==> config.mk <==
export PLATFORM = sky130hd
export DESIGN_NAME = em_port_test_sigmon
export DESIGN_NICKNAME = d
export VERILOG_FILES = /design/src/em_test_pkg.sv /design/src/em_port_test_sigmon.sv
export SDC_FILE = /design/constraint.sdc
export NUM_CORES = 1
export LEC_CHECK = 0
export ABC_CLOCK_PERIOD_IN_PS = 2350
export BUFFER_PORTS_ARGS = -buffer_cell sky130_fd_sc_hd__buf_2
export CAP_MARGIN = 20
export CORE_UTILIZATION = 55
export CTS_BUF_LIST = sky130_fd_sc_hd__clkbuf_16
export DETAILED_ROUTE_END_ITERATION = 12
export HOLD_SLACK_MARGIN = 0.06
export PLACE_DENSITY = 0.8
export SYNTH_ARGS = -nofsm -noshare
export SYNTH_HDL_FRONTEND = slang
export SYNTH_SLANG_ARGS = --single-unit
export TNS_END_PERCENT = 5
==> constraint.sdc <==
create_clock -name pclk -period 2.35 [get_ports pclk]
set_clock_uncertainty 0.05 [all_clocks]
set_input_delay 0 -clock pclk [delete_from_list [all_inputs] [get_ports pclk]]
set_output_delay 0 -clock pclk [all_outputs]
set_load 0.1 [all_outputs]
==> src/em_test_pkg.sv <==
package em_test_pkg;

    // APB register byte offsets, one aligned word each.
    localparam logic [7:0] OFF_CTRL = 8'h00;
    localparam logic [7:0] OFF_TONE = 8'h04;
    localparam logic [7:0] OFF_STATUS = 8'h08;
    localparam logic [7:0] OFF_READBACK = 8'h0c;
    localparam logic [7:0] OFF_IRQ_STATUS = 8'h10;
    localparam logic [7:0] OFF_IRQ_MASK = 8'h14;
    localparam logic [7:0] OFF_MONITOR = 8'h18;

    // Control register fields.
    localparam int CTRL_TX_SET = 0;
    localparam int CTRL_RX_SET = 1;
    localparam int CTRL_E_SET = 2;
    localparam int CTRL_E_VAL = 3;
    localparam int CTRL_TX_PAT = 4;
    localparam int CTRL_RX_PAT = 8;
    localparam int CTRL_TEST = 12;

    // Monitor register: writing one to this bit toggles the enable.
    localparam int MON_TOGGLE = 0;

    // Tone register fields, three bits per direction.
    localparam int TONE_USER = 0;
    localparam int TONE_NET = 4;

    // Readback register fields.
    localparam int RB_TX = 0;
    localparam int RB_RX = 4;
    localparam int RB_E = 8;
    localparam int RB_M = 9;
    localparam int RB_MODE = 12;
    localparam int RB_TYPE = 16;
    localparam int RB_TRUNK = 18;

    // Status register fields.
    localparam int ST_PORT = 0;
    localparam int ST_TEST = 4;
    localparam int ST_USER = 8;
    localparam int ST_NET = 12;

    // Interrupt bits.
    localparam int IRQ_TRANS = 0;

    // Transition limit and supervision window.
    localparam int TRANS_LIMIT = 255;
    localparam int WINDOW_S = 4;
    localparam longint CLK_HZ = 10_000_000;
    localparam longint WINDOW_CYCLES = WINDOW_S * CLK_HZ;

    // Tone selections; the value seven reads as not-applicable.
    typedef enum logic [2:0] {
        TONE_PCM, TONE_300, TONE_1K, TONE_3K, TONE_QUIET, TONE_NA = 3'h7
    } tone_t;

    // Test indication encoding.
    typedef enum logic [1:0] {TEST_NA, TEST_OFF, TEST_ON} test_ind_t;

    // Port status conditions.
    typedef enum logic [3:0] {
        PS_PORT_STANDBY, PS_WAN_STANDBY, PS_WAN_TEST, PS_WAN_OOS,
        PS_WAN_MISSING, PS_CARD_OOS, PS_CALL_SETUP, PS_CALL_BUSY,
        PS_IDLE, PS_TRUNK_COND, PS_TEST, PS_MAINT
    } port_status_t;

    // Port modes reported read-only.
    typedef enum logic [1:0] {
        MODE_EM, MODE_TX_ONLY, MODE_EM_R2, MODE_MOD_R2
    } port_mode_t;

endpackage

==> src/em_port_test_sigmon.sv <==
// Operation
// - Count each signaling bit transition, alarm above 255.
// - Monitor enable toggled by one command.
// - Test indication: n/a when inactive, else off/on.
// - Transmit ABCD: monitor or send chosen pattern.
// - Receive ABCD: monitor or substitute chosen pattern.
// - Bus-connect systems forbid receive override.
// - E lead set: off drops, on raises.
// - Cross-connect: inject tone or silence toward user.
// - Cross-connect: inject tone or silence toward network.
// - Bus-connect: tone injection unavailable, reads n/a.
// - Read back transmitted ABCD bits.
// - Read back received ABCD bits after substitution.
// - Separate E-lead and M-lead read-backs.
// - Read-only port mode indication.
// - Port status encodes twelve conditions.
// - Status shows test when override applied.
// - Read-only signaling type with trunk indicator.
module em_port_test_sigmon #(
    parameter longint WINDOW_CYCLES = em_test_pkg::WINDOW_CYCLES,
    parameter int PCM_W = 8
) (
    input wire logic pclk,
    input wire logic presetn,
    input wire logic psel,
    input wire logic penable,
    input wire logic pwrite,
    input wire logic [7:0] paddr,
    input wire logic [31:0] pwdata,
    output logic [31:0] prdata,
    output logic pready,
    output logic pslverr,
    input wire logic port_active,
    input wire logic wan_active,
    input wire logic cross_connect,
    input wire logic [3:0] base_status,
    input wire logic [1:0] port_mode,
    input wire logic [1:0] strap_type,
    input wire logic strap_trunk,
    input wire logic [3:0] tx_abcd_in,
    input wire logic [3:0] rx_abcd_in,
    input wire logic e_lead_in,
    input wire logic m_lead_pin,
    input wire logic [PCM_W-1:0] pcm_from_net,
    input wire logic [PCM_W-1:0] pcm_from_user,
    input wire logic [PCM_W-1:0] tone_300,
    input wire logic [PCM_W-1:0] tone_1k,
    input wire logic [PCM_W-1:0] tone_3k,
    input wire logic [PCM_W-1:0] quiet_code,
    output logic [3:0] tx_abcd_out,
    output logic [3:0] rx_abcd_out,
    output logic e_lead_out,
    output logic [PCM_W-1:0] pcm_user_side_tone_inject,
    output logic [PCM_W-1:0] pcm_to_net,
    output logic transition_alarm,
    output logic irq
);

    // Software-written control state.
    logic tx_set;
    logic rx_set;
    logic e_set;
    logic e_val;
    logic [3:0] tx_pat;
    logic [3:0] rx_pat;
    logic test_on;
    logic mon_en;
    logic [2:0] user_tone;
    logic [2:0] net_tone;
    logic irq_status;
    logic irq_mask;
    // Three-stage synchroniser for the M lead pin.
    logic [2:0] m_sync;
    logic m_lead;
    // Window timebase and per-bit counters.
    logic [31:0] win_cnt;
    logic win_end;
    logic [7:0] tx_cnt [4];
    logic [7:0] rx_cnt [4];
    logic [3:0] tx_prev;
    logic [3:0] rx_prev;
    logic [7:0] over;
    logic alarm_event;
    // Bus decode.
    logic wr;
    logic rd;
    // Derived status.
    logic override;
    logic [1:0] test_ind;
    logic [3:0] port_status;
    logic [2:0] user_tone_rb;
    logic [2:0] net_tone_rb;

    // Map a tone selection to a PCM sample; anything unknown passes PCM.
    function automatic logic [PCM_W-1:0] tone_mux(
        input logic [2:0] sel,
        input logic [PCM_W-1:0] pass
    );
        case (sel)
            em_test_pkg::TONE_300: tone_mux = tone_300;
            em_test_pkg::TONE_1K: tone_mux = tone_1k;
            em_test_pkg::TONE_3K: tone_mux = tone_3k;
            em_test_pkg::TONE_QUIET: tone_mux = quiet_code;
            default: tone_mux = pass;
        endcase
    endfunction

    // Register decode. The slave answers in the first access cycle.
    assign pready = 1'b1;
    assign pslverr = 1'b0;
    assign wr = psel && penable && pwrite;
    assign rd = psel && !pwrite;

    // Control register writes.
    always_ff @(posedge pclk or negedge presetn)
    begin
        if (!presetn)
        begin
            tx_set <= 1'b0;
            rx_set <= 1'b0;
            e_set <= 1'b0;
            e_val <= 1'b0;
            tx_pat <= 4'h0;
            rx_pat <= 4'h0;
            test_on <= 1'b0;
        end
        else if (wr && paddr == em_test_pkg::OFF_CTRL)
        begin
            tx_set <= pwdata[em_test_pkg::CTRL_TX_SET];
            // Receive override is refused outright in bus-connect systems.
            rx_set <= pwdata[em_test_pkg::CTRL_RX_SET] && cross_connect;
            e_set <= pwdata[em_test_pkg::CTRL_E_SET];
            e_val <= pwdata[em_test_pkg::CTRL_E_VAL];
            tx_pat <= pwdata[em_test_pkg::CTRL_TX_PAT +: 4];
            rx_pat <= pwdata[em_test_pkg::CTRL_RX_PAT +: 4];
            test_on <= pwdata[em_test_pkg::CTRL_TEST];
        end
        else if (!cross_connect)
        begin
            // A later change to bus-connect drops a held receive override.
            rx_set <= 1'b0;
        end
    end

    // Tone selection writes; values above quiet fall back to PCM.
    always_ff @(posedge pclk or negedge presetn)
    begin
        if (!presetn)
        begin
            user_tone <= em_test_pkg::TONE_PCM;
            net_tone <= em_test_pkg::TONE_PCM;
        end
        else if (wr && paddr == em_test_pkg::OFF_TONE)
        begin
            user_tone <= pwdata[em_test_pkg::TONE_USER +: 3];
            net_tone <= pwdata[em_test_pkg::TONE_NET +: 3];
        end
    end

    // Single command toggles the transition monitor enable.
    always_ff @(posedge pclk or negedge presetn)
    begin
        if (!presetn)
            mon_en <= 1'b0;
        else if (wr && paddr == em_test_pkg::OFF_MONITOR
                 && pwdata[em_test_pkg::MON_TOGGLE])
            mon_en <= !mon_en;
    end

    // Interrupt mask register.
    always_ff @(posedge pclk or negedge presetn)
    begin
        if (!presetn)
            irq_mask <= 1'b0;
        else if (wr && paddr == em_test_pkg::OFF_IRQ_MASK)
            irq_mask <= pwdata[em_test_pkg::IRQ_TRANS];
    end

    // Sticky interrupt bit; a new event wins over a write-one clear.
    always_ff @(posedge pclk or negedge presetn)
    begin
        if (!presetn)
            irq_status <= 1'b0;
        else if (alarm_event)
            irq_status <= 1'b1;
        else if (wr && paddr == em_test_pkg::OFF_IRQ_STATUS
                 && pwdata[em_test_pkg::IRQ_TRANS])
            irq_status <= 1'b0;
    end

    assign irq = irq_status && irq_mask;

    // The M lead comes from the trunk pin, so it is synchronised.
    always_ff @(posedge pclk or negedge presetn)
    begin
        if (!presetn)
            m_sync <= 3'h0;
        else
            m_sync <= {m_sync[1:0], m_lead_pin};
    end

    // The lead state only moves once the last two stages agree.
    always_ff @(posedge pclk or negedge presetn)
    begin
        if (!presetn)
            m_lead <= 1'b0;
        else if (m_sync[1] == m_sync[2])
            m_lead <= m_sync[2];
    end

    // Free-running four-second timebase.
    always_ff @(posedge pclk or negedge presetn)
    begin
        if (!presetn)
            win_cnt <= 32'h0;
        else if (win_end)
            win_cnt <= 32'h0;
        else
            win_cnt <= win_cnt + 32'h1;
    end

    assign win_end = (win_cnt == 32'(WINDOW_CYCLES - 1));

    // Previous bit values for edge detection on both directions.
    always_ff @(posedge pclk or negedge presetn)
    begin
        if (!presetn)
        begin
            tx_prev <= 4'h0;
            rx_prev <= 4'h0;
        end
        else
        begin
            tx_prev <= tx_abcd_out;
            rx_prev <= rx_abcd_out;
        end
    end

    // One saturating counter per bit and direction.
    generate
        for (genvar i = 0; i < 4; i++)
        begin : g_cnt
            always_ff @(posedge pclk or negedge presetn)
            begin
                if (!presetn)
                begin
                    tx_cnt[i] <= 8'h0;
                    rx_cnt[i] <= 8'h0;
                end
                else if (win_end || !port_active)
                begin
                    tx_cnt[i] <= 8'h0;
                    rx_cnt[i] <= 8'h0;
                end
                else
                begin
                    // Saturation keeps a storm from wrapping back quiet.
                    if (tx_prev[i] != tx_abcd_out[i] && tx_cnt[i] != 8'hff)
                        tx_cnt[i] <= tx_cnt[i] + 8'h1;
                    if (rx_prev[i] != rx_abcd_out[i] && rx_cnt[i] != 8'hff)
                        rx_cnt[i] <= rx_cnt[i] + 8'h1;
                end
            end
            // Count 255 means the 256th edge: one above the limit.
            assign over[i] = tx_prev[i] != tx_abcd_out[i]
                && tx_cnt[i] == 8'(em_test_pkg::TRANS_LIMIT);
            assign over[i + 4] = rx_prev[i] != rx_abcd_out[i]
                && rx_cnt[i] == 8'(em_test_pkg::TRANS_LIMIT);
        end
    endgenerate

    // An alarm only exists for an active port with supervision on.
    assign alarm_event = mon_en && port_active && !win_end
        && (|over);

    // Alarm level to the card alarm system, held until the window ends or supervision is switched off.
    always_ff @(posedge pclk or negedge presetn)
    begin
        if (!presetn)
            transition_alarm <= 1'b0;
        else if (alarm_event)
            transition_alarm <= 1'b1;
        else if (win_end || !mon_en)
            transition_alarm <= 1'b0;
    end

    // Signaling and E-lead outputs with overrides applied.
    always_ff @(posedge pclk or negedge presetn)
    begin
        if (!presetn)
        begin
            tx_abcd_out <= 4'h0;
            rx_abcd_out <= 4'h0;
            e_lead_out <= 1'b0;
        end
        else
        begin
            tx_abcd_out <= tx_set ? tx_pat : tx_abcd_in;
            rx_abcd_out <= rx_set ? rx_pat : rx_abcd_in;
            e_lead_out <= e_set ? e_val : e_lead_in;
        end
    end

    // PCM paths; tone injection only in cross-connect systems.
    always_ff @(posedge pclk or negedge presetn)
    begin
        if (!presetn)
        begin
            pcm_user_side_tone_inject <= '0;
            pcm_to_net <= '0;
        end
        else if (cross_connect)
        begin
            pcm_user_side_tone_inject <= tone_mux(user_tone, pcm_from_net);
            pcm_to_net <= tone_mux(net_tone, pcm_from_user);
        end
        else
        begin
            pcm_user_side_tone_inject <= pcm_from_net;
            pcm_to_net <= pcm_from_user;
        end
    end

    // Derived status views.
    assign override = tx_set || rx_set || e_set;
    assign test_ind = (!port_active || !wan_active) ? em_test_pkg::TEST_NA
        : ((test_on || override) ? em_test_pkg::TEST_ON
        : em_test_pkg::TEST_OFF);
    assign port_status = override ? em_test_pkg::PS_TEST
        : base_status;
    assign user_tone_rb = cross_connect ? user_tone
        : em_test_pkg::TONE_NA;
    assign net_tone_rb = cross_connect ? net_tone : em_test_pkg::TONE_NA;

    // Read data multiplexer; unmapped addresses read zero.
    always_comb
    begin
        prdata = 32'h0;
        if (rd)
        begin
            case (paddr)
                em_test_pkg::OFF_CTRL:
                begin
                    prdata[em_test_pkg::CTRL_TX_SET] = tx_set;
                    prdata[em_test_pkg::CTRL_RX_SET] = rx_set;
                    prdata[em_test_pkg::CTRL_E_SET] = e_set;
                    prdata[em_test_pkg::CTRL_E_VAL] = e_val;
                    prdata[em_test_pkg::CTRL_TX_PAT +: 4] = tx_pat;
                    prdata[em_test_pkg::CTRL_RX_PAT +: 4] = rx_pat;
                    prdata[em_test_pkg::CTRL_TEST] = test_on;
                end
                em_test_pkg::OFF_TONE:
                begin
                    prdata[em_test_pkg::TONE_USER +: 3] = user_tone_rb;
                    prdata[em_test_pkg::TONE_NET +: 3] = net_tone_rb;
                end
                em_test_pkg::OFF_STATUS:
                begin
                    prdata[em_test_pkg::ST_PORT +: 4] = port_status;
                    prdata[em_test_pkg::ST_TEST +: 2] = test_ind;
                    prdata[em_test_pkg::ST_USER +: 3] = user_tone_rb;
                    prdata[em_test_pkg::ST_NET +: 3] = net_tone_rb;
                end
                em_test_pkg::OFF_READBACK:
                begin
                    prdata[em_test_pkg::RB_TX +: 4] = tx_abcd_out;
                    prdata[em_test_pkg::RB_RX +: 4] = rx_abcd_out;
                    prdata[em_test_pkg::RB_E] = e_lead_out;
                    prdata[em_test_pkg::RB_M] = m_lead;
                    prdata[em_test_pkg::RB_MODE +: 2] = port_mode;
                    prdata[em_test_pkg::RB_TYPE +: 2] = strap_type;
                    prdata[em_test_pkg::RB_TRUNK] = strap_trunk;
                end
                em_test_pkg::OFF_IRQ_STATUS:
                    prdata[em_test_pkg::IRQ_TRANS] = irq_status;
                em_test_pkg::OFF_IRQ_MASK:
                    prdata[em_test_pkg::IRQ_TRANS] = irq_mask;
                em_test_pkg::OFF_MONITOR:
                    prdata[em_test_pkg::MON_TOGGLE] = mon_en;
                default:
                    prdata = 32'h0;
            endcase
        end
    end
endmodule

# After elaboration in Yosys (flattened, before gate mapping)

Index checks and enable logic that the tools add are counted.

Input port bits: 115
Output and inout port bits: 61
Register bits after elaboration: 156
Logic and storage cells: 184

Muxes and demuxes: 49
Reductions and logical operators: 54
Add/sub/neg operators: 9
Equal/unequal tests: 41

Operators by type and width:

| operator                                         | number |
|---|---|
| two-way mux 8 bit                                | 18 |
| adder 8 x 1 -> 8 bit (second input constant)     | 8 |
| == test 8 bit (second input constant)            | 8 |
| inequality test 8 bit (second input constant)    | 8 |
| case mux 8 bit (4 select lines)                  | 2 |
| adder 32 x 1 -> 32 bit (second input constant)   | 1 |
| == test 32 x 26 -> 1 bit (second input constant) | 1 |
| two-way mux 32 bit                               | 1 |
| logical AND 1 bit                                | 31 |
| == test 8 x 5 -> 1 bit (second input constant)   | 3 |
| nonzero test 2 bit                               | 10 |
| two-way mux 19 bit                               | 1 |
| == test 8 x 4 -> 1 bit (second input constant)   | 2 |
| case mux 2 bit (4 select lines)                  | 2 |
| == test 3 x 2 -> 1 bit (second input constant)   | 4 |
| two-way mux 4 bit                                | 3 |
| two-way mux 1 bit                                | 9 |
| two-way mux 3 bit                                | 3 |
| case mux 1 bit (3 select lines)                  | 3 |
| == test 8 x 3 -> 1 bit (second input constant)   | 1 |
| logical NOT 8 bit                                | 1 |
| inequality test 1 bit                            | 8 |
| OR reduction 8 bit                               | 1 |
| case mux 1 bit (7 select lines)                  | 1 |
| 9 further kinds                                  | 23 |

# Depth between registers and ports, before layout

Gate-level depths: netlist of run 1.

Depth after elaboration: 7
Gate-level depth with buffers: 9
Mapped depth without buffers: 6

# Least setup slack after synthesis of run 1

OpenSTA, ideal clock, no wires.

Path kind: in2out
Start: in paddr[4]
End: out prdata[0]
Required time: 2,300 ps
Path slack: -1,301 ps
Stages: 7
Data arrival time: 3,601 ps
Cell sequence: buf_6 > or4_4 > buf_6 > nor2_1 > clkbuf_1 > nand2_1 > a221oi_1

Cells in the longest elaborated chain, start to end: 3
Elaborated cells on any way between the ends: 9
Those cells by class: 6 x eq/ne; 2 x mux; 1 x reduce/logical

RTL lines:

| element                                              | line                       | RTL |
|---|---|---|
| start, declared                                      | em_port_test_sigmon.sv:28  | `input wire logic [7:0] paddr,` |
| == test 8 x 5 -> 1 bit, or another cell as far along | em_port_test_sigmon.sv:341 | `case (paddr)` |
| case mux 1 bit (7 select lines) (*)                  | em_port_test_sigmon.sv:341 |  |
| two-way mux 19 bit (*)                               | em_port_test_sigmon.sv:339 | `if (rd)` |
| end, declared                                        | em_port_test_sigmon.sv:30  | `output logic [31:0] prdata,` |

Every way passes the cells marked *; elsewhere a longest branch is shown, timed or not.

# Final worst setup path of run 1

Start: reg e_set
End: out prdata[4]

Cells in the longest elaborated chain, start to end: 6

RTL lines:

| element                         | line                       | RTL |
|---|---|---|
| start, declared                 | em_port_test_sigmon.sv:62  | `logic e_set;` |
| start signal, assigned          | em_port_test_sigmon.sv:132 | `e_set <= pwdata[em_test_pkg::CTRL_E_SET];` |
| logical OR 1 bit                | em_port_test_sigmon.sv:325 | `assign override = tx_set \|\| rx_set \|\| e_set;` |
| logical OR 1 bit                | em_port_test_sigmon.sv:327 | `: ((test_on \|\| override) ? em_test_pkg::TEST_ON` |
| two-way mux 2 bit               | em_port_test_sigmon.sv:327 |  |
| two-way mux 2 bit               | em_port_test_sigmon.sv:326 | `assign test_ind = (!port_active \|\| !wan_active) ? em_test_pkg::TEST_NA` |
| case mux 2 bit (4 select lines) | em_port_test_sigmon.sv:341 |  |
| two-way mux 19 bit              | em_port_test_sigmon.sv:339 |  |

No other way between the ends.

==> flow_results.org, run 1 <==
** Die
- The floorplan step defined a die boundary enclosing 15200 sq um.
- Y dimension of the die :: 123 microns
- Measured along the x axis, the die boundary spans 123 microns.
- IO Pins :: 176
- The core region is 14100 sq um.
- Row generation in the floorplan step produced 43 rows.
- For this configuration, the core starts out at a cell density of 57.3%.

** Layout
- Register cell area after layout :: 3910 sq um
- The net count of the finished layout is 1135.
- Non-filler cells in the finished layout :: 1205
- In the final layout, the multi-input gates occupy 3970 sq um.
- Most frequent cells in the layout :: sky130_fd_sc_hd__dfrtp_1 (153), sky130_fd_sc_hd__buf_2 (128), sky130_fd_sc_hd__nor2_1 (117)
- After filler insertion, the fill cell instance count of the layout stands at 961.
- Leaving out fill and tap cells, the most frequent cell in the layout is sky130_fd_sc_hd__dfrtp_1.
- After routing the design area is 10300 sq um.
- Share of final-layout standard cells stronger than drive strength 1 :: 22.9%
- Core utilization of the finished layout :: 73.4%
- Compared with the post-synthesis result, the final layout area differs by 28.2%.

** Clock tree
- Number of H-tree levels :: 4
- After clock tree synthesis, the clock-pin slew on the worst setup and hold paths is 60 ps.
- The clock reaches the later pin of the worst-skew pair after 440 ps.
- Counting the buffers created by CTS gives 17.
- Clock Sink Count :: 156
- Number of setup buffers added after CTS :: 0
- Root buffer selected by CTS :: sky130_fd_sc_hd__clkbuf_16
- Maximum clock path buffer count :: 2
- TritonCTS built the clock tree.

** STA
- Max Fclk :: 437 MHz
- Minimum clock period after layout :: 2290 ps
- After layout, the worst setup slack is 59.5 ps.
- Worst slack on hold paths :: 87.0 ps
- Hold Fails Final Rpt :: 0
- Number of setup violations in the final report :: 0
- Final period utilization :: 97.5%
- At the pin with the least slew margin, the transition time is 697 ps.
- Rel. slew slack :: 53.5%
- Setup repair after global routing missed its margin :: true
- Setup_tns :: 0 ps
- The max-slew violation count came to 0.

** Detailed routing
- In the final routed layout, each cell accounts on average for 19.0 microns.
- Routed via count divided by cell count :: 5.83
- For this block, the initial DRC count from the detailed router was 681.
- The first detailed-routing pass ran for 6 iterations.
- In the routed design, unresolved DRC markers number 0.
- Final Routed Wirelength :: 22900 microns
- The detail route stage leaves a number of antenna-violating nets equal to 0.
- Across all layers, the routed design uses 7020 vias.

** Hold path
- Along the worst hold path, the cell count comes to 4.
- Worst min-delay path startpoint :: tone_300[1]
- The path class of the tightest hold or removal check is in -> reg.
- Endpoint, Worst Hold :: pcm_user_side_tone_inject[1]

** Yosys
- Dominant register cell in the synthesized netlist :: sky130_fd_sc_hd__dfrtp_1
- The top cell type by area accounts for 48.4% of the synthesized area.
- In this run the mean area of a mapped cell was 10.1 sq um.
- Post-synthesis instance area :: 8070 sq um
- Flop and latch count out of synthesis :: 156
- Number of enable flip-flop cells after synthesis :: 0
- Distinct cells, synth :: 57
- Post-synth ARST share :: 100%
- Sequential element share of the synthesized area :: 48.4%
- Post-synth top area cell :: sky130_fd_sc_hd__dfrtp_1
- Ranking of synthesized cells by area :: sky130_fd_sc_hd__dfrtp_1 (48%), sky130_fd_sc_hd__xnor2_1 (6.8%), sky130_fd_sc_hd__nor2_1 (5.4%), sky130_fd_sc_hd__mux2_2 (3.2%), sky130_fd_sc_hd__mux2i_1 (3.1%)
- After technology mapping, the gate count stands at 800.
- For this run, the number of Yosys warnings is 0.

** Global routing
- Largest net degree at the start of global routing :: 77
- GRT Resource Usage Total :: 31.8%
- The first global-routing pass estimated 35600 microns of wire.
- Total global routing overflow :: 0
- Via count of the first global-routing pass :: 6825
- The initial antenna violation count was 2.

** Placement
- The count of buffers added on input and output ports is 140.
- Routability-driven placement finished with a final weighted congestion of 0.922.
- Setup slack at placement :: 218 ps
- The HPWL after detailed placement is 14700 microns.
- In this run the cell area measured after placement is 9140 sq um.
- The number of placed instances, taps included, is 1109.

** Power and ir drop
- Worst vdd rail ir drop :: 573 uV
- Power density normalized to cell area :: 609 nW/um^2
- Summed over all cells, the static leakage comes to 4.54 nW.
- The completed layout was analyzed and its total power is 6.31 mW.

** Worst setup path
- The slowest stage of the critical path belongs to the cell sky130_fd_sc_hd__dfrtp_1.
- Of all nets on the critical path, the largest fanout is 5.
- Data on the critical path is required at its endpoint by 2300 ps.
- Worst R2R End :: pcm_to_net[3]
- Setup Crit Path Kind :: reg -> out
- Max incr delay on CP :: 440 ps
- At the worst endpoint, the arrival time is 2240 ps.
- Walking the worst path, the cells encountered are or3_1, nor3_2, buf_4, nand4b_1, a21oi_2, buf_12.
- Counting cells, the worst reg-to-reg path comes to 5.
- In this run the critical register-to-register path is launched from net_tone[0].
- Flop-to-flop setup slack :: 60 ps
- Worst Setup End Kind :: output pin
- Worst Setup Start Kind :: flip-flop

** Job
- Max-Cap Viols :: 0

** Run status
- The flow ran to the end, and the final reports show no timing, DRC or antenna violations.
-- critical path, delay by kind of cell, from the launching register on --
family	cells	cell delay, ps
DFF	1	440
buffers and inverters	2	370
and+or+nand+nor	3	720
AOI/OAI and AO/OA	1	270
-- registers in the layout, summed over array words and instances (netlist names), 4 cells and up --
signal	cells
rx_pat	4
rx_prev	4
tx_pat	4
tx_prev	4
win_cnt	32
tx_abcd_out	4
rx_abcd_out	4
rx_cnt	32
pcm_to_net	8
tx_cnt	32
pcm_user_side_tone_inject	8
-- kinds of logic (layout without fill, tap and decap cells) --
logic type,Yosys count,count (layout),synth area share (%)
AO/OA/AOI/OAI,96,96,8.57
XOR/XNOR,88,88,9.55
adder cells (fa/ha/maj),10,10,1.52
buffers and inverters,56,265,3.69
flip-flops,156,156,48.4
multiplexers,54,54,7.43
other,2,18,0.0930
AND/OR/NAND/NOR,338,338,20.8
-- worst max-delay path by stage --
| stage | startpoint | to | slack [ps] | depth (start not counted) |
|---|---|---|---|---|
| after floorplan | paddr[4] | prdata[1] | -490 | 7 |
| after detailed placement | paddr[4] | tx_pat[1] | 220 | 5 |
| after CTS | net_tone[0] | pcm_to_net[6] | 30 | 4 |
| after global routing | tx_set | prdata[0] | -60 | 7 |
| final | e_set | prdata[4] | 60 | 6 |
| after global placement | paddr[1] | prdata[4] | 230 | 7 |
-- layout make-up --
cell class | instances | share of cell area, %
diodes | 2 | 0.0484
clock buffers | 17 | 4.11
clock inverters | 14 | 1.05
inverters | 15 | 0.544
multi-input cells | 602 | 38.4
flip-flops and latches | 156 | 37.8
well taps | 180 | 2.18
repair buffers | 219 | 15.9
-- cells in the mapped netlist (3+ instances only) --
master and n:
sky130_fd_sc_hd__a21oi_1 5, sky130_fd_sc_hd__a222oi_1 6, sky130_fd_sc_hd__a22oi_1 21, sky130_fd_sc_hd__a32oi_1 3
sky130_fd_sc_hd__and2_1 5, sky130_fd_sc_hd__and3_1 14, sky130_fd_sc_hd__and4_1 6, sky130_fd_sc_hd__buf_1 4
sky130_fd_sc_hd__buf_2 10, sky130_fd_sc_hd__buf_4 16, sky130_fd_sc_hd__clkbuf_1 9, sky130_fd_sc_hd__dfrtp_1 156
sky130_fd_sc_hd__ha_1 9, sky130_fd_sc_hd__inv_1 15, sky130_fd_sc_hd__mux2_2 23, sky130_fd_sc_hd__mux2_4 6
sky130_fd_sc_hd__mux2i_1 25, sky130_fd_sc_hd__nand2_1 57, sky130_fd_sc_hd__nand2b_1 14, sky130_fd_sc_hd__nand3_1 37
sky130_fd_sc_hd__nand4_1 18, sky130_fd_sc_hd__nor2_1 117, sky130_fd_sc_hd__nor2b_1 12, sky130_fd_sc_hd__nor3_1 26
sky130_fd_sc_hd__nor3b_1 5, sky130_fd_sc_hd__nor4_1 10, sky130_fd_sc_hd__o21ai_0 23, sky130_fd_sc_hd__o21ai_1 3
sky130_fd_sc_hd__o21bai_1 5, sky130_fd_sc_hd__o22a_1 16, sky130_fd_sc_hd__o31ai_1 3, sky130_fd_sc_hd__or3_1 4
sky130_fd_sc_hd__xnor2_1 63, sky130_fd_sc_hd__xor2_1 25
-- metal layers --
layer	global-route usage [%]	vias up	wire [microns]
li1	-	3207	-
met1	42.1	3426	9460
met2	49.1	304	10900
met3	7.10	81	1520
met4	16.3	2	942
met5	0	-	11
-- repair_timing --
| action | in CTS | in global routing |
|---|---|---|
| resized for setup | 2 | 8 |
| endpoints found under the hold margin | 155 | 0 |
| pin swaps | 0 | 1 |
| hold buffers | 63 | 0 |
| setup endpoints to repair | 3 | 17 |
-- where the power goes --
group	total [mW]	internal, mW	switching, mW
clock	2.55	1.43	1.12
combinational	0.907	0.279	0.628
sequential	2.85	2.77	0.0786
total	6.31	4.48	1.82
(Power assumes the default switching activity.)
==> run 2, diff against run 1 <==
CORE_UTILIZATION = 50   (was 55)
PLACE_DENSITY = 0.73   (was 0.8)
SETUP_SLACK_MARGIN = 0.4   (was default)
==> flow_results.org, run 2 (synthesis gave the netlist of run 1 again) <==
** Run status
- Status :: complete, no violations

** Global routing
- The first global-routing pass estimated 34500 microns of wire.
- Via count of the first global-routing pass :: 6673
- Number of antenna violations at the first check in global routing :: 0
- Global routing consumed, over all layers together, 27.3% of the routing resources.
- Entering global routing, the biggest net connects 72 pins.
- Total global routing overflow :: 0

** STA
- Post-layout worst setup margin :: 191 ps
- Number of setup violations in the final report :: 0
- The max-slew violation count came to 0.
- Final period utilization :: 91.9%
- Static timing analysis puts the maximum clock frequency at 463 MHz.
- Rel. slew slack :: 53.2%
- Minimum clock period after layout :: 2160 ps
- Worst-Margin Slew :: 702 ps
- Worst slack on hold paths :: 61.9 ps
- Setup repair after global routing could not meet its margin everywhere.
- Hold Fails Final Rpt :: 0
- Setup_tns :: 0 ps

** Power and ir drop
- In this run, the combinational gates consume 14.5% of the power.
- In this run the static leakage power is 4.73 nW.
- Power density normalized to cell area :: 595 nW/um^2
- The internal portion of the total power is 4.71 mW.
- Switching share of power :: 27.1%
- IR analysis of the VDD net gives a maximum drop of 613 uV.
- For this design the total switching power over the nets is 1.75 mW.
- Sequential cells account for 44.2% of the total power.
- The clock network burns 41.3% of the power.

** Layout
- Cells with a size suffix above 1 make up 24.6% of the layout.
- The top cell types in the final layout, fill and taps aside, are sky130_fd_sc_hd__dfrtp_1 (153), sky130_fd_sc_hd__buf_2 (126), sky130_fd_sc_hd__nor2_1 (113).
- Summing all non-filler instances in the final layout gives an area of 10900 sq um.
- Count of fill cells added during filler insertion :: 1154
- Core utilization of the finished layout :: 68.6%
- The sequential cells in the finished layout cover a total of 3910 sq um.
- Relative to the synthesized area, the layout overhead comes to 34.5%.
- Ant diodes :: 0
- The net count of the finished layout is 1159.
- Largest registers in the final layout :: rx_cnt (32), tx_cnt (32), win_cnt (32)
- Summing all multi-input logic gate instances after layout gives 4100 sq um.
- Commonest non-fill, non-tap cell in the layout :: sky130_fd_sc_hd__dfrtp_1

** Worst setup path
- Broken down by cell family, the worst path's largest delay share belongs to simple AND/OR/NAND/NOR gates.
- Req. time, crit path :: 2300 ps
- Walking the worst path, the cells encountered are or3_4, nor3_4, a221oi_2, a221oi_4, buf_12.
- CP bufs+invs :: 1
- Along the worst path, the maximum fanout reaches 4.
- The worst setup path is captured at an output pin.
- Setup Crit Path Kind :: reg -> out
- Max incr delay on CP :: 440 ps
- STA puts the critical path data arrival time at 2110 ps.
- STA classifies the critical path startpoint as a flip-flop.
- Among all stages on the critical path, the largest delay is contributed by sky130_fd_sc_hd__dfrtp_2.

** Die
- Initial core utilization :: 51.0%
- Row generation in the floorplan step produced 46 rows.
- From bottom edge to top edge, the die measures 129 microns.
- Full die area :: 16700 sq um
- Total core area :: 15800 sq um
- From left edge to right edge, the die measures 129 microns.
- 176 I/O pins were placed.

** Detailed routing
- After detailed routing, the average wire length per cell comes to 17.8 microns.
- Summing over every cut layer, the via total after detailed routing is 7018.
- In the routed layout, each cell is associated on average with a via count of 5.56.
- Once detail routing completed, the nets flagged for antenna violations numbered 0.
- Number of design rule violations left after detail routing :: 0
- DR iter-0 viols :: 556
- The final layout contains routed wiring with a total length of 22500 microns.
- Detailed Routing Iterations Pass 1 :: 5

** Clock tree
- The clock passes through at most 2 buffers.
- TritonCTS built the clock tree.
- Clock tree synthesis selected as its root buffer the cell sky130_fd_sc_hd__clkbuf_16.
- In this run the number of H-tree levels came out at 4.
- Counting every sink on the clock net gives 156.
- Worst-skew pair later-pin latency :: 420 ps
- Cts bufs inserted :: 17
- Clock slew at reported path FFs :: 60 ps

** Placement
- Last weighted congestion value of the routability-driven placer :: 0.876
- Number of buffers inserted by port buffering :: 140
- Prior to clock tree synthesis, the placed netlist has a worst setup slack of 267 ps.
- After detailed placement, the total cell area comes to 9330 sq um.
- HPWL Detailed :: 14500 microns

** Job
- Across the run, the number of max-cap violations was 0.

** Hold path
- The min-delay analysis places its worst path in the category in -> reg.
run 2: power by group through the flow:
stage	logic (mW)	clock network, mW	registers [mW]
floorplan	0.377	0	3.07
global placement	0.792	0	2.89
detailed placement	0.806	0	2.90
CTS	0.912	2.71	2.85
global route	1.00	2.82	2.86
finish	0.935	2.67	2.86
run 2: what timing repair did:
item	CTS	global route
cloned	0	3
setup buffers	5	3
gates resized for setup	5	11
setup endpoints to repair	77	101
pin swaps	6	5
endpoints found under the hold margin	160	0
hold buffers	76	0
run 2: through the flow:
stage          power [mW]  cells
6_report             6.46   1262
5_1_grt              6.69   1262
4_1_cts              6.47   1256
3_5_place_dp         3.70   1145
3_3_place_gp         3.69   1145
2_1_floorplan        3.45    814
run 2: final cells by class:
cell class / count / area share, %
multi-input cells: 602 / 37.8
flip-flops and latches: 156 / 36.0
repair buffers: 243 / 18.0
clock buffers: 17 / 3.92
well taps: 216 / 2.49
clock inverters: 13 / 1.25
inverters: 15 / 0.519
run 2: layer usage:
layer  global-route usage, %  part of all wire, %  wire, microns
met5                       0                    0              0
met3                    6.65                  6.4           1440
met4                    11.5                  3.3            731
met1                    37.0                   43           9650
met2                    42.1                   47          10600
run 2: path summary, 6_finish.rpt:
kind | to | slack [ps] | cells past startpoint | start
min | rx_cnt[31] | 60 | 4 | port_active
max | prdata[0] | 190 | 5 | tx_set
max reg2reg | pcm_user_side_tone_inject[6] | 270 | 4 | user_tone[1]
min reg2reg | m_sync[1] | 330 | 0 | m_sync[0]
max in group asynchronous | win_cnt[0] | 1400 | 3 | presetn
min in group asynchronous | rx_cnt[11] | 140 | 2 | presetn
run 2: worst reg2reg max path: cells and delay by family, from the launching register on:
kind,cells,cell delay [ps]
buffers and inverters,1,590
multiplexers,1,180
AO/OA/AOI/OAI,2,420
flip-flops,1,750
==> run 3, diff against run 2 <==
CORE_ASPECT_RATIO = 1.5   (was default)
==> flow_results.org, run 3 (synthesis gave the netlist of run 1 again) <==
** Run status
- Status :: complete, no violations

** Detailed routing
- In the routed layout, each cell is associated on average with a via count of 5.61.
- Summing over every cut layer, the via total after detailed routing is 7016.
- Detailed Routing Iterations Pass 1 :: 5
- After the first detailed-routing iteration, the DRC count stood at 375.
- In the final routed layout, each cell accounts on average for 18.0 microns.
- Final Routed Wirelength :: 22500 microns
- In the routed design, unresolved DRC markers number 0.
- The count of nets left with antenna violations once routing finished came out at 0.

** Job
- Max-Cap Viols :: 0

** Layout
- The net count of the finished layout is 1156.
- In the final layout, the share of cells above drive strength 1 is 26.1%.
- Most frequent cells in the layout :: sky130_fd_sc_hd__dfrtp_1 (148), sky130_fd_sc_hd__buf_2 (126), sky130_fd_sc_hd__nor2_1 (113)
- Largest registers in the final layout :: rx_cnt (32), tx_cnt (32), win_cnt (32)
- The library cell used most frequently in the layout, excluding fill and tap cells, is sky130_fd_sc_hd__dfrtp_1.
- Growth of design area from synthesis to finish :: 35.2%
- The filler cells instantiated in the layout total 1155.

** Worst setup path
- Reg-to-Reg Start :: win_cnt[20]
- Req. time, crit path :: 2300 ps
- In this run the number of cells on the critical path is 6.
- Arrival time of data at the critical path endpoint :: 2080 ps
- Flop-to-flop setup slack :: 350 ps
- The critical path ends at prdata[4].
- In this run the worst path has a maximum fanout of 2.
- Worst setup startpoint :: rx_set
- Broken down by cell family, the worst path's largest delay share belongs to simple AND/OR/NAND/NOR gates.
- Worst Setup Start Kind :: flip-flop
- Max incr delay on CP :: 410 ps
- The critical path in this run is classified as reg -> out.
- Traced cell by cell, the critical path runs through or3_4, nor3_4, buf_6, nand4b_1, a21oi_4, buf_12.
- Worst r2r path cells :: 6
- STA classifies the critical path endpoint as an output pin.
- Worst R2R End :: rx_cnt[14]
- On the critical path, the stage with the largest delay is an instance of sky130_fd_sc_hd__dfrtp_2.
- CP bufs+invs :: 2

** Placement
- Detailed placement finished with a half-perimeter wire length of 14300 microns.
- Last weighted congestion value of the routability-driven placer :: 0.844
- Number of buffers inserted by port buffering :: 140

** STA
- Final number of max-transition violations :: 0
- Max Fclk :: 469 MHz
- Number of setup violations in the final report :: 0
- Setup repair after global routing could not meet its margin everywhere.
- Rel. slew slack :: 56.1%
- For the final routed database, the setup TNS stands at 0 ps.
- Hold Fails Final Rpt :: 0
- Minimum clock period after layout :: 2130 ps
- Worst-Margin Slew :: 657 ps
- Final period utilization :: 90.7%

** Clock tree
- Number of H-tree levels :: 4
- Clock latency on the worst-skew pair, taken at its later pin, is 440 ps.
- The tree built by TritonCTS fans out to 156 sinks.
- The tree is rooted in a sky130_fd_sc_hd__clkbuf_16.
- In this run, CTS created clock tree buffers numbering 17.
- Counting along the longest clock path gives a buffer depth of 2.
- Clock-pin slew was measured on the worst setup and hold paths at 60 ps.
- TritonCTS built the clock tree.

** Die
- The die covers 16700 sq um.
- In this run the horizontal extent of the chip is 106 microns.
- Once the floorplan was initialized, standard cells occupied 51.4% of the core.
- In this run the count of I/O pins placed on the die edge is 176.
- Y dimension of the die :: 158 microns
- The core region is 15700 sq um.
- The floorplan has 56 rows.

** Power and ir drop
- IR analysis of the VDD net gives a maximum drop of 628 uV.
- Power density normalized to cell area :: 612 nW/um^2
- Total design power :: 6.68 mW
- Static power due to leakage :: 4.74 nW

** Hold path
- In this run the worst hold path is classified as in -> async.

** Global routing
- First-pass GRT wire length :: 34200 microns
- The number of global-route vias before repair was 6904.
- GRT Resource Usage Total :: 26.9%
- The initial antenna violation count came to 1.
- Summed over all layers, the global routing overflow is 0.
- Largest net degree at the start of global routing :: 68
==> run 3: worst register-to-register path, stage by stage (launching register included) <==
cell                       delay, ps
sky130_fd_sc_hd__dfrtp_1         430
sky130_fd_sc_hd__nor4b_4         310
sky130_fd_sc_hd__nand4_1         180
sky130_fd_sc_hd__nor4_2          320
sky130_fd_sc_hd__nand2b_4        290
sky130_fd_sc_hd__buf_12          210
sky130_fd_sc_hd__nor3_1           90
==> run 3: how the worst min path moves through the flow <==
stage             startpoint            end  slack [ps]  cells past startpoint
2_1_floorplan        presetn     e_lead_out        -350                      0
3_3_place_gp         presetn     tx_cnt[11]         -10                      1
3_5_place_dp         presetn     tx_cnt[11]          -9                      1
4_1_cts        quiet_code[3]  pcm_to_net[3]          70                      4
5_1_grt          port_active     rx_cnt[30]          80                      4
6_report             presetn     tx_cnt[11]          80                      2
==> run 3: per-layer routing <==
layer  vias to the layer above  wire [microns]  GRT usage (%)
met5                         -               0              0
met4                         0             864           13.5
met3                        60            1240           6.26
met2                       265           11800           47.8
met1                      3442            8540           30.2
li1                       3249               -              -
==> run 3: what timing repair did <==
action	4_1_cts	5_1_grt
hold buffers	71	0
setup endpoints to repair	79	94
hold endpoints to repair	157	0
cloned	0	3
resized for setup	8	20
pin swaps	10	7
buffers inserted	8	2
==> run 3: stage by stage <==
stage / hold slack (ps) / util [%] / worst slack, ps / cells / area (sq um)
finish: 76.9 / 69.5 / 219 / 1250 / 10900
floorplan: -346 / - / 175 / 814 / 8250
CTS: 66.3 / 68.3 / 211 / 1243 / 10700
global route: 83.8 / 69.5 / 164 / 1249 / 10900
global placement: -11.0 / 59.4 / 289 / 1132 / 9320
detailed placement: -9.48 / 59.4 / 266 / 1132 / 9320
==> run 3: report_power, final <==
group,leakage (nW),switching (mW),internal [mW]
combinational,2.39,0.625,0.303
clock,0.307,1.13,1.78
sequential,2.04,0.0764,2.77
total,4.74,1.83,4.85
==> run 3: area by class of cell <==
class                      instances  area (sq um)  area share (%)
multi-input combinational        602          4140            37.9
sequential                       156          3910            35.9
timing repair buffer             240          1920            17.6
clock buffer                      17           425            3.90
tap                              203           254            2.33
clock inverter                    15           194            1.78
inverter                          15          56.3           0.516
antenna                            2          5.00          0.0459
